==> src/prc_regs.vh <==
// Register offsets, field positions, reset values and writable masks of the pin and route block.
`ifndef PRC_REGS_VH
`define PRC_REGS_VH
// ============================================================
// Register byte offsets
`define PRC_OFF_PORT1      12'h000
`define PRC_OFF_PORT2      12'h004
`define PRC_OFF_PORT3      12'h008
`define PRC_OFF_EXTRA      12'h00C
`define PRC_OFF_DMA        12'h010
`define PRC_OFF_TIMER      12'h014
`define PRC_OFF_INTR       12'h018
`define PRC_OFF_SERIAL     12'h01C
// ============================================================
// Reset values
`define PRC_RST_VALUE      8'h00
// ============================================================
// Writable bit masks
`define PRC_MASK_FULL      8'hFF
`define PRC_MASK_EXTRA     8'h7F
`define PRC_MASK_TIMER     8'hBF
`define PRC_MASK_INTR      8'h8F
`define PRC_MASK_SERIAL    8'hC7
// ============================================================
// Field positions
`define PRC_EXT_REFRESH    6
`define PRC_EXT_TMR2       5
`define PRC_EXT_CS5        4
`define PRC_EXT_CLEAR_TO_SEND_CH1_N       3
`define PRC_EXT_SERIAL_TX_CH1       2
`define PRC_EXT_TERMINAL_READY_CH1_N       1
`define PRC_EXT_REQUEST_TO_SEND_CH1_N       0
`define PRC_DMA_ACK1_OFF   7
`define PRC_DMA_SRC1_HI    6
`define PRC_DMA_SRC1_LO    4
`define PRC_DMA_ACK0_OFF   3
`define PRC_DMA_SRC0_HI    2
`define PRC_DMA_SRC0_LO    0
`define PRC_TMR_CLK_STOP   7
`define PRC_INT_CAS_EN     7
`define PRC_INT_IR6        3
`define PRC_INT_IR5        2
`define PRC_INT_IR1        1
`define PRC_INT_IR0        0
`define PRC_SIO_MODEM1     7
`define PRC_SIO_MODEM0     6
`define PRC_SIO_SYNC_SERIAL_PORT_CLK   2
`define PRC_SIO_CH1_CLK    1
`define PRC_SIO_CH0_CLK    0
// ============================================================
// DMA request source codes
`define PRC_SRC_PIN        3'h0
`define PRC_SRC_SIO_A      3'h1
`define PRC_SRC_SIO_B      3'h2
`define PRC_SRC_SYNC_SERIAL_PORT       3'h3
`define PRC_SRC_TIMER2     3'h4
`endif

==> src/prc_pin_route.v <==
// Pin multiplexer and peripheral route configuration block with an APB register slave.
//
// Implementation choices: the register addresses and the APB slave port.
`timescale 1ns/10ps
`default_nettype none
`include "prc_regs.vh"

module prc_pin_route
(
    input  wire         clk,
    input  wire         rstn,
    // APB slave
    input  wire         psel,
    input  wire         penable,
    input  wire         pwrite,
    input  wire [11:0]  paddr,
    input  wire [31:0]  pwdata,
    output reg          pready,
    output reg  [31:0]  prdata,
    output reg          pslverr,
    // Port pin multiplexers
    input  wire [7:0]   port1Gpio,
    input  wire [7:0]   port1Periph,
    input  wire [7:0]   port2Gpio,
    input  wire [7:0]   port2Periph,
    input  wire [7:0]   port3Gpio,
    input  wire [7:0]   port3Periph,
    output reg  [7:0]   port1Pin,
    output reg  [7:0]   port2Pin,
    output reg  [7:0]   port3Pin,
    // Extra pin multiplexers: bit order refresh, tmr2, cs5, clear_to_send_ch1_n, serial_tx_ch1, terminal_ready_ch1_n, request_to_send_ch1_n
    input  wire [6:0]   extraAltOne,
    input  wire [6:0]   extraAltZero,
    output reg  [6:0]   extraPin,
    // Coprocessor and timer-2 trio, index 0 request/clock, 1 busy/gate, 2 error/out
    input  wire [2:0]   coprocPins,
    input  wire [2:0]   timer2Pins,
    output reg  [2:0]   coprocToCore,
    output reg  [2:0]   timer2FromPins,
    // Unmultiplexed pins
    input  wire         extDmaReqPin0,
    input  wire         extDmaReqPin1,
    input  wire         syncTransmitClockPin,
    input  wire         syncReceiveDataPin,
    output reg          carrierDetectCh1N,
    output reg          serialRxCh1,
    output reg          setReadyCh1N,
    output reg          ringIndicateCh1N,
    // DMA
    input  wire         dmaAckCh0N,
    input  wire         dmaAckCh1N,
    output reg          dmaAckCh0PinOe,
    output reg          dmaAckCh1PinOe,
    input  wire [4:0]   dmaSrcCh0,
    input  wire [4:0]   dmaSrcCh1,
    output reg          dmaChannel0Request,
    output reg          dmaChannel1Request,
    // Timers, index per counter
    input  wire         prescaledClock,
    input  wire [2:0]   timerClockPin,
    input  wire [2:0]   timerGatePin,
    output reg  [2:0]   timerClock,
    output reg  [2:0]   timerGate,
    // Interrupts
    input  wire [7:4]   extIrqPin,
    input  wire         syncPortIrq,
    input  wire [2:0]   cascadeAddressLines,
    output reg  [2:0]   cascadePins,
    output reg  [2:0]   cascadePinsOe,
    output reg  [6:0]   slaveIrq,
    // Serial clocks and modem routing
    input  wire         quarterRateSerialClock,
    input  wire         externalBaudClock,
    output reg          syncPortBaudClock,
    output reg          serialCh0BaudClock,
    output reg          serialCh1BaudClock,
    output reg          modemInternalCh0,
    output reg          modemInternalCh1
);

// ============================================================
// Registers
reg [7:0] port1Sel_q;
reg [7:0] port2Sel_q;
reg [7:0] port3Sel_q;
reg [7:0] extraSel_q;
reg [7:0] dmaRoute_q;
reg [7:0] timerRoute_q;
reg [7:0] intrRoute_q;
reg [7:0] serialRoute_q;

wire wrStrobe = psel && penable && pwrite;
wire rdSetup  = psel && !penable && !pwrite;

// Address decode used only for the pslverr response; returns 0 for unmapped.
function mapped;
    input [11:0] a;
    begin
        mapped = (a == `PRC_OFF_PORT1) || (a == `PRC_OFF_PORT2) || (a == `PRC_OFF_PORT3)
              || (a == `PRC_OFF_EXTRA) || (a == `PRC_OFF_DMA) || (a == `PRC_OFF_TIMER)
              || (a == `PRC_OFF_INTR) || (a == `PRC_OFF_SERIAL);
    end
endfunction

// Selects the DMA request from a five-entry source vector; codes above 4 give no request.
function dmaPick;
    input [2:0] code;
    input [4:0] src;
    begin
        if (code <= `PRC_SRC_TIMER2)
        begin
            dmaPick = src[code];
        end
        else
        begin
            dmaPick = 1'b0;
        end
    end
endfunction

// Zero wait states: pready is registered high during the access phase only.
always @(posedge clk or negedge rstn)
begin
    if (!rstn)
    begin
        port1Sel_q    <= `PRC_RST_VALUE;
        port2Sel_q    <= `PRC_RST_VALUE;
        port3Sel_q    <= `PRC_RST_VALUE;
        extraSel_q    <= `PRC_RST_VALUE;
        dmaRoute_q    <= `PRC_RST_VALUE;
        timerRoute_q  <= `PRC_RST_VALUE;
        intrRoute_q   <= `PRC_RST_VALUE;
        serialRoute_q <= `PRC_RST_VALUE;
        pready        <= 1'b0;
        pslverr       <= 1'b0;
        prdata        <= 32'h00000000;
    end
    else
    begin
        pready  <= psel && !penable;
        pslverr <= psel && !penable && !mapped(paddr);
        if (wrStrobe && pready)
        begin
            // Reserved bits are masked so they never store a value.
            if (paddr == `PRC_OFF_PORT1)
                port1Sel_q <= pwdata[7:0];
            else if (paddr == `PRC_OFF_PORT2)
                port2Sel_q <= pwdata[7:0];
            else if (paddr == `PRC_OFF_PORT3)
                port3Sel_q <= pwdata[7:0];
            else if (paddr == `PRC_OFF_EXTRA)
                extraSel_q <= pwdata[7:0] & `PRC_MASK_EXTRA;
            else if (paddr == `PRC_OFF_DMA)
                dmaRoute_q <= pwdata[7:0];
            else if (paddr == `PRC_OFF_TIMER)
                timerRoute_q <= pwdata[7:0] & `PRC_MASK_TIMER;
            else if (paddr == `PRC_OFF_INTR)
                intrRoute_q <= pwdata[7:0] & `PRC_MASK_INTR;
            else if (paddr == `PRC_OFF_SERIAL)
                serialRoute_q <= pwdata[7:0] & `PRC_MASK_SERIAL;
        end
        if (rdSetup)
        begin
            // Read data is captured in the setup cycle so it stands for the whole access phase.
            if (paddr == `PRC_OFF_PORT1)
                prdata <= {24'h000000, port1Sel_q};
            else if (paddr == `PRC_OFF_PORT2)
                prdata <= {24'h000000, port2Sel_q};
            else if (paddr == `PRC_OFF_PORT3)
                prdata <= {24'h000000, port3Sel_q};
            else if (paddr == `PRC_OFF_EXTRA)
                prdata <= {24'h000000, extraSel_q};
            else if (paddr == `PRC_OFF_DMA)
                prdata <= {24'h000000, dmaRoute_q};
            else if (paddr == `PRC_OFF_TIMER)
                prdata <= {24'h000000, timerRoute_q};
            else if (paddr == `PRC_OFF_INTR)
                prdata <= {24'h000000, intrRoute_q};
            else if (paddr == `PRC_OFF_SERIAL)
                prdata <= {24'h000000, serialRoute_q};
            else
                prdata <= 32'h00000000;
        end
    end
end

// ============================================================
// Routing
// Every output is registered, so routed signals lag by one clock; clocks routed here
// must therefore be well below half the system clock.
genvar i;
generate
    for (i = 0; i < 8; i = i + 1)
    begin : g_port
        always @(posedge clk or negedge rstn)
        begin
            if (!rstn)
            begin
                port1Pin[i] <= 1'b0;
                port2Pin[i] <= 1'b0;
                port3Pin[i] <= 1'b0;
            end
            else
            begin
                port1Pin[i] <= port1Sel_q[i] ? port1Periph[i] : port1Gpio[i];
                port2Pin[i] <= port2Sel_q[i] ? port2Periph[i] : port2Gpio[i];
                port3Pin[i] <= port3Sel_q[i] ? port3Periph[i] : port3Gpio[i];
            end
        end
    end
    for (i = 0; i < 3; i = i + 1)
    begin : g_timer
        always @(posedge clk or negedge rstn)
        begin
            if (!rstn)
            begin
                timerClock[i] <= 1'b0;
                timerGate[i]  <= 1'b1;
            end
            else
            begin
                timerGate[i]  <= timerRoute_q[2 * i + 1] ? timerGatePin[i] : 1'b1;
                timerClock[i] <= !timerRoute_q[`PRC_TMR_CLK_STOP]
                                 && (timerRoute_q[2 * i] ? timerClockPin[i] : prescaledClock);
            end
        end
    end
endgenerate

// ============================================================
// Extra pin multiplexers
always @(posedge clk or negedge rstn)
begin
    if (!rstn)
    begin
        extraPin <= 7'h00;
    end
    else
    begin
        extraPin <= (extraSel_q[6:0] & extraAltOne) | (~extraSel_q[6:0] & extraAltZero);
    end
end

// ============================================================
// Coprocessor and timer-2 trio
always @(posedge clk or negedge rstn)
begin
    if (!rstn)
    begin
        coprocToCore   <= 3'h0;
        timer2FromPins <= 3'h0;
    end
    else
    begin
        // The unselected group sees idle zeros, so it cannot act on the other group's edges.
        coprocToCore   <= extraSel_q[`PRC_EXT_TMR2] ? 3'h0 : coprocPins;
        timer2FromPins <= extraSel_q[`PRC_EXT_TMR2] ? timer2Pins : 3'h0;
    end
end

// ============================================================
// Unmultiplexed pins
always @(posedge clk or negedge rstn)
begin
    if (!rstn)
    begin
        carrierDetectCh1N <= 1'b1;
        serialRxCh1       <= 1'b1;
        setReadyCh1N      <= 1'b1;
        ringIndicateCh1N  <= 1'b1;
    end
    else
    begin
        // Pins without a multiplexer drive both of their inputs.
        carrierDetectCh1N <= extDmaReqPin0;
        serialRxCh1       <= extDmaReqPin1;
        setReadyCh1N      <= syncTransmitClockPin;
        ringIndicateCh1N  <= syncReceiveDataPin;
    end
end

// ============================================================
// DMA routing
always @(posedge clk or negedge rstn)
begin
    if (!rstn)
    begin
        dmaAckCh0PinOe     <= 1'b0;
        dmaAckCh1PinOe     <= 1'b0;
        dmaChannel0Request <= 1'b0;
        dmaChannel1Request <= 1'b0;
    end
    else
    begin
        // Output enable also needs the pin mux to give the pin to the acknowledge.
        dmaAckCh0PinOe <= !dmaRoute_q[`PRC_DMA_ACK0_OFF] && !extraSel_q[`PRC_EXT_CS5];
        dmaAckCh1PinOe <= !dmaRoute_q[`PRC_DMA_ACK1_OFF] && !extraSel_q[`PRC_EXT_SERIAL_TX_CH1];
        // Codes 5 to 7 have no source, so the request stays low rather than picking a stray input.
        dmaChannel0Request <= dmaPick(dmaRoute_q[`PRC_DMA_SRC0_HI:`PRC_DMA_SRC0_LO], dmaSrcCh0);
        dmaChannel1Request <= dmaPick(dmaRoute_q[`PRC_DMA_SRC1_HI:`PRC_DMA_SRC1_LO], dmaSrcCh1);
    end
end

// ============================================================
// Cascade lines
always @(posedge clk or negedge rstn)
begin
    if (!rstn)
    begin
        cascadePins   <= 3'h0;
        cascadePinsOe <= 3'h0;
    end
    else
    begin
        cascadePins   <= cascadeAddressLines;
        cascadePinsOe <= {3{intrRoute_q[`PRC_INT_CAS_EN]}};
    end
end

// ============================================================
// Slave interrupt inputs
always @(posedge clk or negedge rstn)
begin
    if (!rstn)
    begin
        slaveIrq <= 7'h00;
    end
    else
    begin
        // Slave inputs 2 to 4 are not routed by this block and stay low.
        slaveIrq[6]   <= intrRoute_q[`PRC_INT_IR6] & extIrqPin[7];
        slaveIrq[5]   <= intrRoute_q[`PRC_INT_IR5] & extIrqPin[6];
        slaveIrq[4:2] <= 3'h0;
        slaveIrq[1]   <= intrRoute_q[`PRC_INT_IR1] ? extIrqPin[5] : syncPortIrq;
        slaveIrq[0]   <= intrRoute_q[`PRC_INT_IR0] & extIrqPin[4];
    end
end

// ============================================================
// Serial clocks and modem routing
always @(posedge clk or negedge rstn)
begin
    if (!rstn)
    begin
        syncPortBaudClock  <= 1'b0;
        serialCh0BaudClock <= 1'b0;
        serialCh1BaudClock <= 1'b0;
        modemInternalCh0   <= 1'b0;
        modemInternalCh1   <= 1'b0;
    end
    else
    begin
        modemInternalCh1 <= serialRoute_q[`PRC_SIO_MODEM1];
        modemInternalCh0 <= serialRoute_q[`PRC_SIO_MODEM0];
        syncPortBaudClock  <= serialRoute_q[`PRC_SIO_SYNC_SERIAL_PORT_CLK] ? quarterRateSerialClock : prescaledClock;
        serialCh1BaudClock <= serialRoute_q[`PRC_SIO_CH1_CLK] ? quarterRateSerialClock : externalBaudClock;
        serialCh0BaudClock <= serialRoute_q[`PRC_SIO_CH0_CLK] ? quarterRateSerialClock : externalBaudClock;
    end
end

endmodule

`default_nettype wire

==> config.mk <==
export PLATFORM = sky130hd
export DESIGN_NAME = prc_pin_route
export DESIGN_NICKNAME = d
export VERILOG_FILES = /design/src/prc_pin_route.v
export VERILOG_INCLUDE_DIRS = /design/src
export SDC_FILE = /design/constraint.sdc
export NUM_CORES = 1
export LEC_CHECK = 0
export BUFFER_PORTS_ARGS = -buffer_cell sky130_fd_sc_hd__buf_2
export CAP_MARGIN = 20
export CORE_MARGIN = 2
export CORE_UTILIZATION = 47
export DETAILED_ROUTE_END_ITERATION = 7
export GPL_TIMING_DRIVEN = 0
export HOLD_SLACK_MARGIN = 0.06
export PLACE_DENSITY_LB_ADDON = 0.1
export SYNTH_ARGS = -nofsm -noshare
export SYNTH_HDL_FRONTEND = slang
export SYNTH_SLANG_ARGS = --single-unit
==> constraint.sdc <==
create_clock -name clk -period 2.1 [get_ports clk]
set_input_delay 0.105 -clock clk [delete_from_list [all_inputs] [get_ports clk]]
set_output_delay 0.105 -clock clk [all_outputs]
set_load 0.02 [all_outputs]
**Yosys cells after proc, flatten, opt, wreduce, memory -nomap -nowiden**

Cells that the tools add are included.

- Register bits after elaboration: 154
- Word-level logic and storage cells: 170

- Reductions and logical operators: 35
- Eq/ne operators: 7
- Bitwise operators: 14
- Muxes and demuxes: 50
- Magnitude comparators: 4

Operator list:

| cell | count |
|---|---|
| $mux 8 | 8 |
| $eq 12x5->1 const B | 4 |
| $mux 1 | 38 |
| $eq 12x4->1 const B | 2 |
| $and 7x7->7 | 2 |
| $eq 12x3->1 const B | 1 |
| $logic_not 12->1 | 1 |
| $logic_and 1x1->1 | 11 |
| $reduce_and 9->1 | 1 |
| $logic_not 1->1 | 8 |
| $lt 3x4->1 const B | 2 |
| $reduce_and 8->1 | 1 |
| $logic_or 1x1->1 | 7 |
| $not 1->1 | 7 |
| $not 7->7 | 1 |
| $or 7x7->7 | 1 |
| $reduce_and 7->1 | 1 |
| $bmux 1 s3 | 2 |
| $le 3x3->1 const B | 2 |
| $mux 3 | 2 |
| $reduce_and 6->1 | 1 |
| $reduce_and 5->1 | 1 |
| $reduce_and 4->1 | 1 |
| $and 1x1->1 | 3 |
| other kinds (2) | 2 |

**Longest topological paths before layout**

Gate-level depths: netlist (run 1).

- Depth in word-level cells: 10
- Gate-level depth with buffers: 6
- Mapped depth without buffers: 4

**Worst setup path before layout (run 1)**

Ideal clock, no wire load.

- Path kind: flip-flop to flip-flop
- Start: register pready
- End: register timerRoute_q[0]
- Setup time: 0.125 ns
- Path slack: 0.395 ns
- Stages on the path, launching flop included: 5
- Clock period less this slack: 1.705 ns
- Data arrival time: 1.580 ns
- Path buffers: 1
- Cell sequence: dfrtp_1 -> nand4_1 -> or3_1 -> buf_6 -> mux2_4

- Longest elaborated chain between the ends: 2

Ends and longest elaborated chain:

| element | RTL line | source |
|---|---|---|
| from (decl) | prc_pin_route.v:18 | `output reg pready,` |
| from (signal assigned) | prc_pin_route.v:140 | `pready <= psel && !penable;` |
| $logic_and 1x1->1 | prc_pin_route.v:142 | `if (wrStrobe && pready)` |
| $reduce_and 7->1 (no line) | -- |  |
| to (signal assigned) | prc_pin_route.v:131 | `` timerRoute_q <= `PRC_RST_VALUE; `` |
| to (signal assigned) | prc_pin_route.v:156 | `` timerRoute_q <= pwdata[7:0] & `PRC_MASK_TIMER; `` |
| to (decl) | prc_pin_route.v:88 | `reg [7:0] timerRoute_q;` |

No other way between the ends.
A chain may end at the register's enable or synchronous reset.

**Final worst setup path (run 1)**

- Start: input port penable
- End: register port2Sel_q[6]

- Longest elaborated chain between the ends: 4

Ends and longest elaborated chain:

| element | RTL line | source |
|---|---|---|
| from (decl) | prc_pin_route.v:14 | `input wire penable,` |
| $logic_and 1x1->1 (2 in series) | prc_pin_route.v:92 | `wire wrStrobe = psel && penable && pwrite;` |
| $logic_and 1x1->1 | prc_pin_route.v:142 |  |
| $reduce_and 3->1 (no line) | -- |  |
| to (signal assigned) | prc_pin_route.v:127 | `` port2Sel_q <= `PRC_RST_VALUE; `` |
| to (signal assigned) | prc_pin_route.v:148 | `port2Sel_q <= pwdata[7:0];` |
| to (decl) | prc_pin_route.v:84 | `reg [7:0] port2Sel_q;` |

No other way between the ends.

==> results_dict.tcl, run 1 <==
set metrics [dict create \
    syn_to_final_growth_pct 53.0 \
    pre_cts_slack_ps -102 \
    wl_per_cell_um 16.8 \
    synth_warnings 0 \
    drcViolationCount 0 \
    place.gp.congestion 0.884 \
    drv_slew 0 \
    synth_top_area_share_pct 54.5 \
    dieArea_mm2 0.0129 \
    ir_drop_mv 0.400 \
    cts.path.max_buffers 2 \
    synthTopCellsByArea "dfrtp_1 (55%), mux2_2 (18%), buf_4 (3.9%)" \
    setup_viol_count_final 0 \
    cts_resized 0 \
    finalCoreUtilization_pct 72.8 \
    htreeDepth 4 \
    worstPathRequired_ps 2400 \
    worstMarginPinSlew_ps 676 \
    total_leakage_power_nw 4.28 \
    drt_first_pass_iters 5 \
    crit_buf_inv 2 \
    io_buffers 199 \
    yosysUniqueCellTypes 53 \
    worstSetupPathType "in -> reg" \
    final_nets 902 \
    ctsHoldBuffers 104 \
    cts_buffers 17 \
    core_area_mm2 0.0119 \
    worst_slack_ps 312 \
    hp-class "in -> reg" \
    cp_cell_sequence "dlygate4sd3_1, buf_2, nand4_1, nor2_2, mux2_2" \
    synth_area_leader_cell "dfrtp_1" \
    hold_slack_ps 97.8 \
    synth-seq-area-share_pct 57.8 \
    critPathMaxFanout 8 \
    ys_seq_elements 130 \
    cap_violations 0 \
    clockRootBuffer "clkbuf_16" \
    ys.flop_type "dfrtp_1" \
    synthTopCellsByCount "dfrtp_1 (123), mux2_2 (89), buf_4 (29)" \
    syn_inst 402 \
    viasPerCell 4.96 \
    grt_pass1_wl_um 23800 \
    start_kind "input pin" \
    rsz0062_at_grt "false" \
    cts.sinks 130 \
    grt_usage_pct 24.1 \
    fp-row-count 40 \
    pin_count 253 \
    clk_latency_ps 410 \
    slowest_stage "nor2_2" \
    hpwl_um 10300 \
    grt_max_degree 71 \
    dieWidth_um 114 \
    syn_area_mm2 0.00564 \
    nFillCells 854 \
    vias 4527 \
    setup_tns_ps 0 \
    grt.overflow.total 0 \
    drive_gt1_share_pct 51.4 \
    period_needed_ps 1790 \
    synth_edf_count 0 \
    fmaxAchievable_ghz 0.559 \
    antennaDiodeCount 0 \
    p_per_area_mw_per_mm2 755 \
    post-route-period-util_pct 85.2 \
    wl_um 15300 \
    initial_core_util_pct 47.6 \
    grt_pass1_vias 4622 \
    die_y_um 114 \
    skew_ps 6.65 \
    ys_async_sr_fraction_pct 100 \
    fin_area_mm2 0.00864 \
    slew_headroom_pct 54.6 \
    postRouteAntennaNets 0 \
    cp.arrival_ps 2080 \
    placed_area_mm2 0.00696 \
    crit_family "simple AND/OR/NAND/NOR gates" \
    cts_setup_buffers 0 \
    hold_viol 0 \
    outcome "completed" \
    max_stage_delay_ps 580 \
    path_clk_slew_ps 60 \
    cp-end-kind "flip-flop" \
    cts_tree "yes" \
    initialDrtViolationCount 231 \
    avgSynthCellArea_um2 14.0 \
    antenna_found_initial 0 \
    yosysMostFrequentCell "dfrtp_1" \
]
layer usage:
metal | track usage (%) | wire [µm] | share of wire, %
met5 | 0 | 0 | 0
met3 | 5.53 | 858 | 5.6
met4 | 8.29 | 147 | 0.96
met1 | 30.2 | 6340 | 41
met2 | 41.5 | 8000 | 52
worst register-to-register path, cell delays in order, from the launching register on:
cell and delay (ps):
dfrtp_1 350, nand4_1 340, nor2_2 580, mux2_2 410
through the flow:
stage	instances	total power, mW
after floorplan	428	2.95
after global placement	774	3.24
after detailed placement	775	3.26
after CTS	911	6.56
after global routing	912	6.77
final	912	6.52
cells by family after synthesis:
kind of cell,after synthesis,synth area share [%]
flops,130,57.8
buf+inv,38,4.63
simple gates,85,9.86
mux,108,22.4
other cells,1,0.0664
compound gates,40,5.21
report_power, final:
group / total [mW] / switching, mW / internal, mW
clock network: 3.15 / 1.10 / 2.05
logic: 0.764 / 0.387 / 0.376
registers: 2.61 / 0.0261 / 2.58
total: 6.52 / 1.51 / 5.01
cell type report:
cell class	count	area (µm²)	area share, %
Clock buffer	19	453	5.24
Clock inverter	13	184	2.13
Tap cell	147	184	2.13
Multi-Input combinational cell	260	2220	25.7
Inverter	1	3.75	0.0435
Sequential cell	130	3260	37.8
Timing Repair Buffer	305	2080	24.0
Buffer	37	258	2.98
worst paths after layout:
path | startpoint | endpoint | slack [ps] | depth (start not counted)
max in group asynchronous | rstn | timerGate[0] | 1050 | 3
setup reg to reg | pready | port2Sel_q[6] | 310 | 3
hold / removal | paddr[6] | prdata[6] | 100 | 4
setup / recovery | penable | port2Sel_q[6] | 310 | 5
hold reg to reg | serialRoute_q[7] | modemInternalCh1 | 400 | 0
min in group asynchronous | rstn | port3Pin[5] | 270 | 2
sequential cells by signal, indices dropped and copies added (netlist names), 7 cells and up:
name          cells
port1Sel_q        8
port3Sel_q        8
port2Pin          8
port1Pin          8
prdata            8
extraSel_q        7
dmaRoute_q        8
port2Sel_q        8
port3Pin          8
timerRoute_q      7
extraPin          7
cells in the final DEF, fill, tap and decap left out, types with 3 or more instances in the layout:
master	count
a21oi_1	8
a221oi_1	4
a22o_1	3
a2bb2oi_1	3
a32oi_1	4
a41o_2	3
and2_1	7
and3_2	3
buf_2	200
buf_4	29
bufinv_16	4
clkbuf_1	4
clkbuf_16	17
clkinv_2	3
clkinv_4	3
clkinvlp_4	3
conb_1	27
dfrtp_1	123
dfstp_2	7
dlygate4sd3_1	104
mux2_2	89
mux2_4	7
mux2i_1	8
mux4_2	3
nand2_1	4
nand2_2	4
nand2b_1	11
nand3_1	3
nand4_1	4
nor2_1	17
nor2b_1	7
nor3b_1	4
o21ai_0	5
o22ai_1	3
Power figures use the tool's default switching activity.
==> run 2: changes to the inputs <==
--- a/config.mk
+++ b/config.mk
@@ -10,6 +10,7 @@
 export CAP_MARGIN = 20
 export CORE_MARGIN = 2
 export CORE_UTILIZATION = 47
+export CTS_BUF_LIST = sky130_fd_sc_hd__clkbuf_16
 export DETAILED_ROUTE_END_ITERATION = 7
 export GPL_TIMING_DRIVEN = 0
 export HOLD_SLACK_MARGIN = 0.06
==> constraint.sdc (replaced) <==
create_clock -name clk -period 2.1 [get_ports clk]
set_input_delay 0.105 -clock clk [delete_from_list [all_inputs] [get_ports clk]]
set_output_delay 0.105 -clock clk [all_outputs]
set_load 0.05 [all_outputs]
==> run 2 against run 1 <==
Net effect:
- wire length up 0.20%
- non-clock buffer count unchanged
- sequential cell count unchanged
- cell count up 0.11%
- die area unchanged
- via count down 0.46%
- register-to-register slack about the same
- final area down 0.20%
- clock power down 3%
- global-route usage about the same
- critical endpoint is now prdata[3]
==> results_dict.tcl, run 2 (synthesis results as in run 1) <==
set metrics [dict create \
    r2r-end "port2Sel_q[6]" \
    outcome "completed" \
    cts_tree "yes" \
    worstMarginPinSlew_ps 657 \
    p_per_area_mw_per_mm2 775 \
    crit_end "prdata[3]" \
    wl_per_cell_um 16.8 \
    wl_um 15400 \
    hpwl_um 10300 \
    crit_buf_inv 3 \
    pin_count 253 \
    worstPathRequired_ps 2430 \
    path_depth 7 \
    ctsHoldBuffers 104 \
    pre_cts_slack_ps -102 \
    cts.path.max_buffers 2 \
    cts_buffers 17 \
    drive_gt1_share_pct 51.1 \
    antenna_found_initial 0 \
    slew_headroom_pct 55.8 \
    drcViolationCount 0 \
    core_area_mm2 0.0119 \
    drv_slew 0 \
    post-route-period-util_pct 85.3 \
    period_needed_ps 1790 \
    cts_resized 0 \
    dieWidth_um 114 \
    viasPerCell 4.94 \
    reg2reg_slack_ps 320 \
    total_leakage_power_nw 4.27 \
    cp-startpoint "penable" \
    initial_core_util_pct 47.6 \
    dieArea_mm2 0.0129 \
    r2r_start "pready" \
    layout_common_cells "buf_2 (200), dfrtp_1 (123), dlygate4sd3_1 (104)" \
    final_common_cell "buf_2" \
    cp_cell_sequence "dlygate4sd3_1, buf_2, nor3b_1, clkbuf_1, nor2_1, a41o_2, o22ai_1" \
    hold_viol 0 \
    cap_violations 0 \
    hold_slack_ps 94.7 \
    grt_pass1_vias 4621 \
    grt_pass1_wl_um 23800 \
    skew_ps 5.95 \
    cp.arrival_ps 2120 \
    start_kind "input pin" \
    rsz0062_at_grt "false" \
    critPathMaxFanout 10 \
    grt_usage_pct 24.1 \
    cts.sinks 130 \
    r2r_cells 3 \
    setup_viol_count_final 0 \
    worst_slack_ps 309 \
    fmaxAchievable_ghz 0.558 \
    finalCoreUtilization_pct 72.7 \
    slowest_stage "dlygate4sd3_1" \
    final_nets 902 \
    hp-class "in -> reg" \
    max_stage_delay_ps 540 \
    grt.overflow.total 0 \
    io_buffers 199 \
    die_y_um 114 \
    drt_first_pass_iters 4 \
    initialDrtViolationCount 216 \
    ir_drop_mv 0.372 \
    crit_family "buffers and inverters" \
    htreeDepth 4 \
    setup_tns_ps 0 \
    syn_to_final_growth_pct 52.7 \
    place.gp.congestion 0.884 \
    grt_max_degree 71 \
    cp-end-kind "flip-flop" \
    clockRootBuffer "clkbuf_16" \
    fp-row-count 40 \
    cts_setup_buffers 0 \
    clk_latency_ps 410 \
    worstSetupPathType "in -> reg" \
    nFillCells 857 \
    path_clk_slew_ps 60 \
    postRouteAntennaNets 0 \
    vias 4506 \
]
==> run 2: cell types whose count changed in the layout (fill, tap and decap cells not counted), sizes merged <==
cell / before / now
diode: 0 / 1
clkinv: 6 / 8
clkbuf: 24 / 22
==> run 2: tightest hold or removal path: cells and delay by family <==
| kind | cells | cell delay, ps |
|---|---|---|
| AND/OR/NAND/NOR | 2 | 160 |
| buffers and inverters | 1 | 110 |
| AO/OA/AOI/OAI | 1 | 80 |
==> run 2: stage by stage <==
stage | area, µm² | std cells | power, mW
2_1_floorplan | 5740 | 428 | 3.19
4_1_cts | 8610 | 911 | 6.72
6_report | 8620 | 913 | 6.68
3_3_place_gp | 6920 | 774 | 3.47
5_1_grt | 8620 | 912 | 6.93
3_5_place_dp | 6960 | 775 | 3.49
==> run 2: layer usage <==
metal / part of all wire, % / global-route usage, % / vias up
met2: 52 / 41.6 / 179
met5: 0 / 0 / -
li1: - / - / 2119
met3: 5.6 / 5.53 / 19
met4: 1.6 / 8.29 / 0
met1: 41 / 30.2 / 2189
==> run 2: final cells by class <==
type                            count  area (µm²)  share of cell area, %
Multi-Input combinational cell    260        2220                   25.7
Tap cell                          147         184                   2.13
Timing Repair Buffer              305        2080                   24.1
Sequential cell                   130        3260                   37.8
Antenna cell                        1        2.50                 0.0290
Clock buffer                       17         425                   4.93
Inverter                            1        3.75                 0.0435
Buffer                             37         258                   2.99
Clock inverter                     15         191                   2.22
==> run 2: worst min path at each step <==
stage / end / depth (start not counted) / slack (ps) / from
3_5_place_dp: port3Pin[5] / 1 / 130 / rstn
2_1_floorplan: cascadePinsOe[0] / 0 / -190 / rstn
5_1_grt: prdata[6] / 4 / 100 / paddr[6]
6_report: prdata[6] / 4 / 90 / paddr[6]
4_1_cts: prdata[6] / 4 / 80 / paddr[6]
3_3_place_gp: serialRxCh1 / 1 / 210 / extDmaReqPin1
==> run 2: power breakdown <==
group | total (mW) | switching [mW] | internal (mW)
Combinational | 0.998 | 0.620 | 0.378
Clock | 3.07 | 1.10 | 1.97
Sequential | 2.61 | 0.0262 | 2.58
Total | 6.68 | 1.75 | 4.93
==> run 3: changes to the inputs <==
--- a/config.mk
+++ b/config.mk
@@ -8,7 +8,7 @@
 export LEC_CHECK = 0
 export BUFFER_PORTS_ARGS = -buffer_cell sky130_fd_sc_hd__buf_2
 export CAP_MARGIN = 20
-export CORE_MARGIN = 2
+export CORE_MARGIN = 3
 export CORE_UTILIZATION = 47
 export CTS_BUF_LIST = sky130_fd_sc_hd__clkbuf_16
 export DETAILED_ROUTE_END_ITERATION = 7
==> run 3 against run 2 <==
Net effect:
- global-route usage decreased by 0.16 points
- die area increased by 3.6%
- sequential share of layout area increased by 0.50 points
- clock skew about the same
- critical path depth decreased by 2
- total power decreased by 7.7%
- largest cell class unchanged
- core utilization increased by 0.90 points
- sequential power about the same
==> results_dict.tcl, run 3 (synthesis results as in run 1) <==
set metrics [dict create \
    outcome "completed" \
    drt_first_pass_iters 4 \
    core_area_mm2 0.0116 \
    r2r_start "pready" \
    dieArea_mm2 0.0134 \
    initialDrtViolationCount 217 \
    antennaDiodeCount 0 \
    worstSetupPathType "in -> reg" \
    pin_count 253 \
    path_clk_slew_ps 50 \
    nFillCells 765 \
    rsz0062_at_grt "false" \
    fmaxAchievable_ghz 0.549 \
    period_needed_ps 1820 \
    fp-row-count 39 \
    cts_setup_buffers 0 \
    dieWidth_um 116 \
    grt_max_degree 70 \
    placed_area_mm2 0.00696 \
    cts_tree "yes" \
    viasPerCell 5.00 \
    p_per_area_mw_per_mm2 724 \
    clockRootBuffer "clkbuf_16" \
    max_stage_delay_ps 620 \
    clk_latency_ps 410 \
    place.gp.congestion 0.864 \
    antenna_found_initial 0 \
    slew_headroom_pct 45.1 \
    cts.path.max_buffers 2 \
    cp-end-kind "flip-flop" \
    syn_to_final_growth_pct 50.8 \
    layout_common_cells "buf_2 (201), dfrtp_1 (123), dlygate4sd3_1 (104)" \
    critPathMaxFanout 8 \
    r2r-end "port2Sel_q[1]" \
    setup_tns_ps 0 \
    fin_area_mm2 0.00851 \
    start_kind "input pin" \
    reg2reg_slack_ps 290 \
    htreeDepth 4 \
    die_y_um 116 \
    holdPathStages 4 \
    skew_ps 5.56 \
    grt_usage_pct 24.0 \
    grt_pass1_wl_um 24000 \
    hold_viol 0 \
    drv_slew 0 \
    hpwl_um 10400 \
    layout.cells.non_filler 908 \
    cts.sinks 130 \
    hp-class "in -> reg" \
    worstMarginPinSlew_ps 816 \
    setup_viol_count_final 0 \
    final_common_cell "buf_2" \
    hold_slack_ps 101 \
    cp_cell_sequence "dlygate4sd3_1, buf_2, nand4_1, nor2_2, mux2_2" \
    min_to "prdata[6]" \
    post-route-period-util_pct 86.8 \
    grt.overflow.total 0 \
    cp.arrival_ps 2110 \
    worstPathRequired_ps 2390 \
    slowest_stage "nor2_2" \
    r2r_cells 3 \
    wl_um 15500 \
    vias 4538 \
    drive_gt1_share_pct 50.1 \
    drcViolationCount 0 \
    total_leakage_power_nw 4.25 \
    postRouteAntennaNets 0 \
    ir_drop_mv 0.433 \
    initial_core_util_pct 48.8 \
    placedCellCount 772 \
    grt_pass1_vias 4704 \
    min-delay-start "paddr[6]" \
    cap_violations 0 \
    wl_per_cell_um 17.1 \
    cts_buffers 17 \
    io_buffers 199 \
    final_nets 902 \
]
[run 3: final cells by class]
class                      instances  area [µm²]  area share, %
sequential                       130        3260           38.3
inverter                           1        3.75         0.0441
buffer                            37         258           3.03
timing repair buffer             305        2080           24.4
clock buffer                      17         425           5.00
tap                              143         179           2.10
multi-input combinational        260        2220           26.1
clock inverter                    15        87.6           1.03
[run 3: per-stage QoR]
| step | setup slack (ps) | util (%) | power (mW) |
|---|---|---|---|
| floorplan | 165 | - | 3.19 |
| global placement | -686 | 59.8 | 3.47 |
| detailed placement | 23.5 | 60.1 | 3.49 |
| CTS | 307 | 73.6 | 6.22 |
| global route | 233 | 73.6 | 6.42 |
| finish | 278 | 73.6 | 6.16 |
[run 3: timing repair]
action                                 CTS  global route
hold buffers                           104             0
gates resized for setup                  0             0
endpoints found under the hold margin  162             0
[run 3: critical path, delay by kind of cell]
kind          cells  cell delay [ps]
buf+inv           2              670
mux               1              400
simple gates      2              930
[run 3: worst max-delay path by stage]
stage,start,to,cells after the start
after floorplan,pready,timerRoute_q[0],4
after global placement,rstn,port2Pin[1],1
after detailed placement,paddr[3],prdata[0],7
after CTS,pready,port2Sel_q[6],3
after global routing,penable,prdata[3],7
final,penable,port2Sel_q[1],5
[run 3: metal layers]
layer / global-route usage (%) / vias up / wire length (µm)
met5: 0 / - / 0
met4: 9.55 / 0 / 265
met3: 7.05 / 25 / 1320
met2: 39.2 / 211 / 7730
met1: 30.2 / 2186 / 6200
li1: - / 2116 / -
[run 3: power by group]
part | switching [mW] | total, mW | internal, mW | leakage (nW)
logic | 0.620 | 0.998 | 0.378 | 2.32
clock network | 0.987 | 2.55 | 1.57 | 0.274
registers | 0.0248 | 2.61 | 2.58 | 1.66
total | 1.63 | 6.16 | 4.53 | 4.25
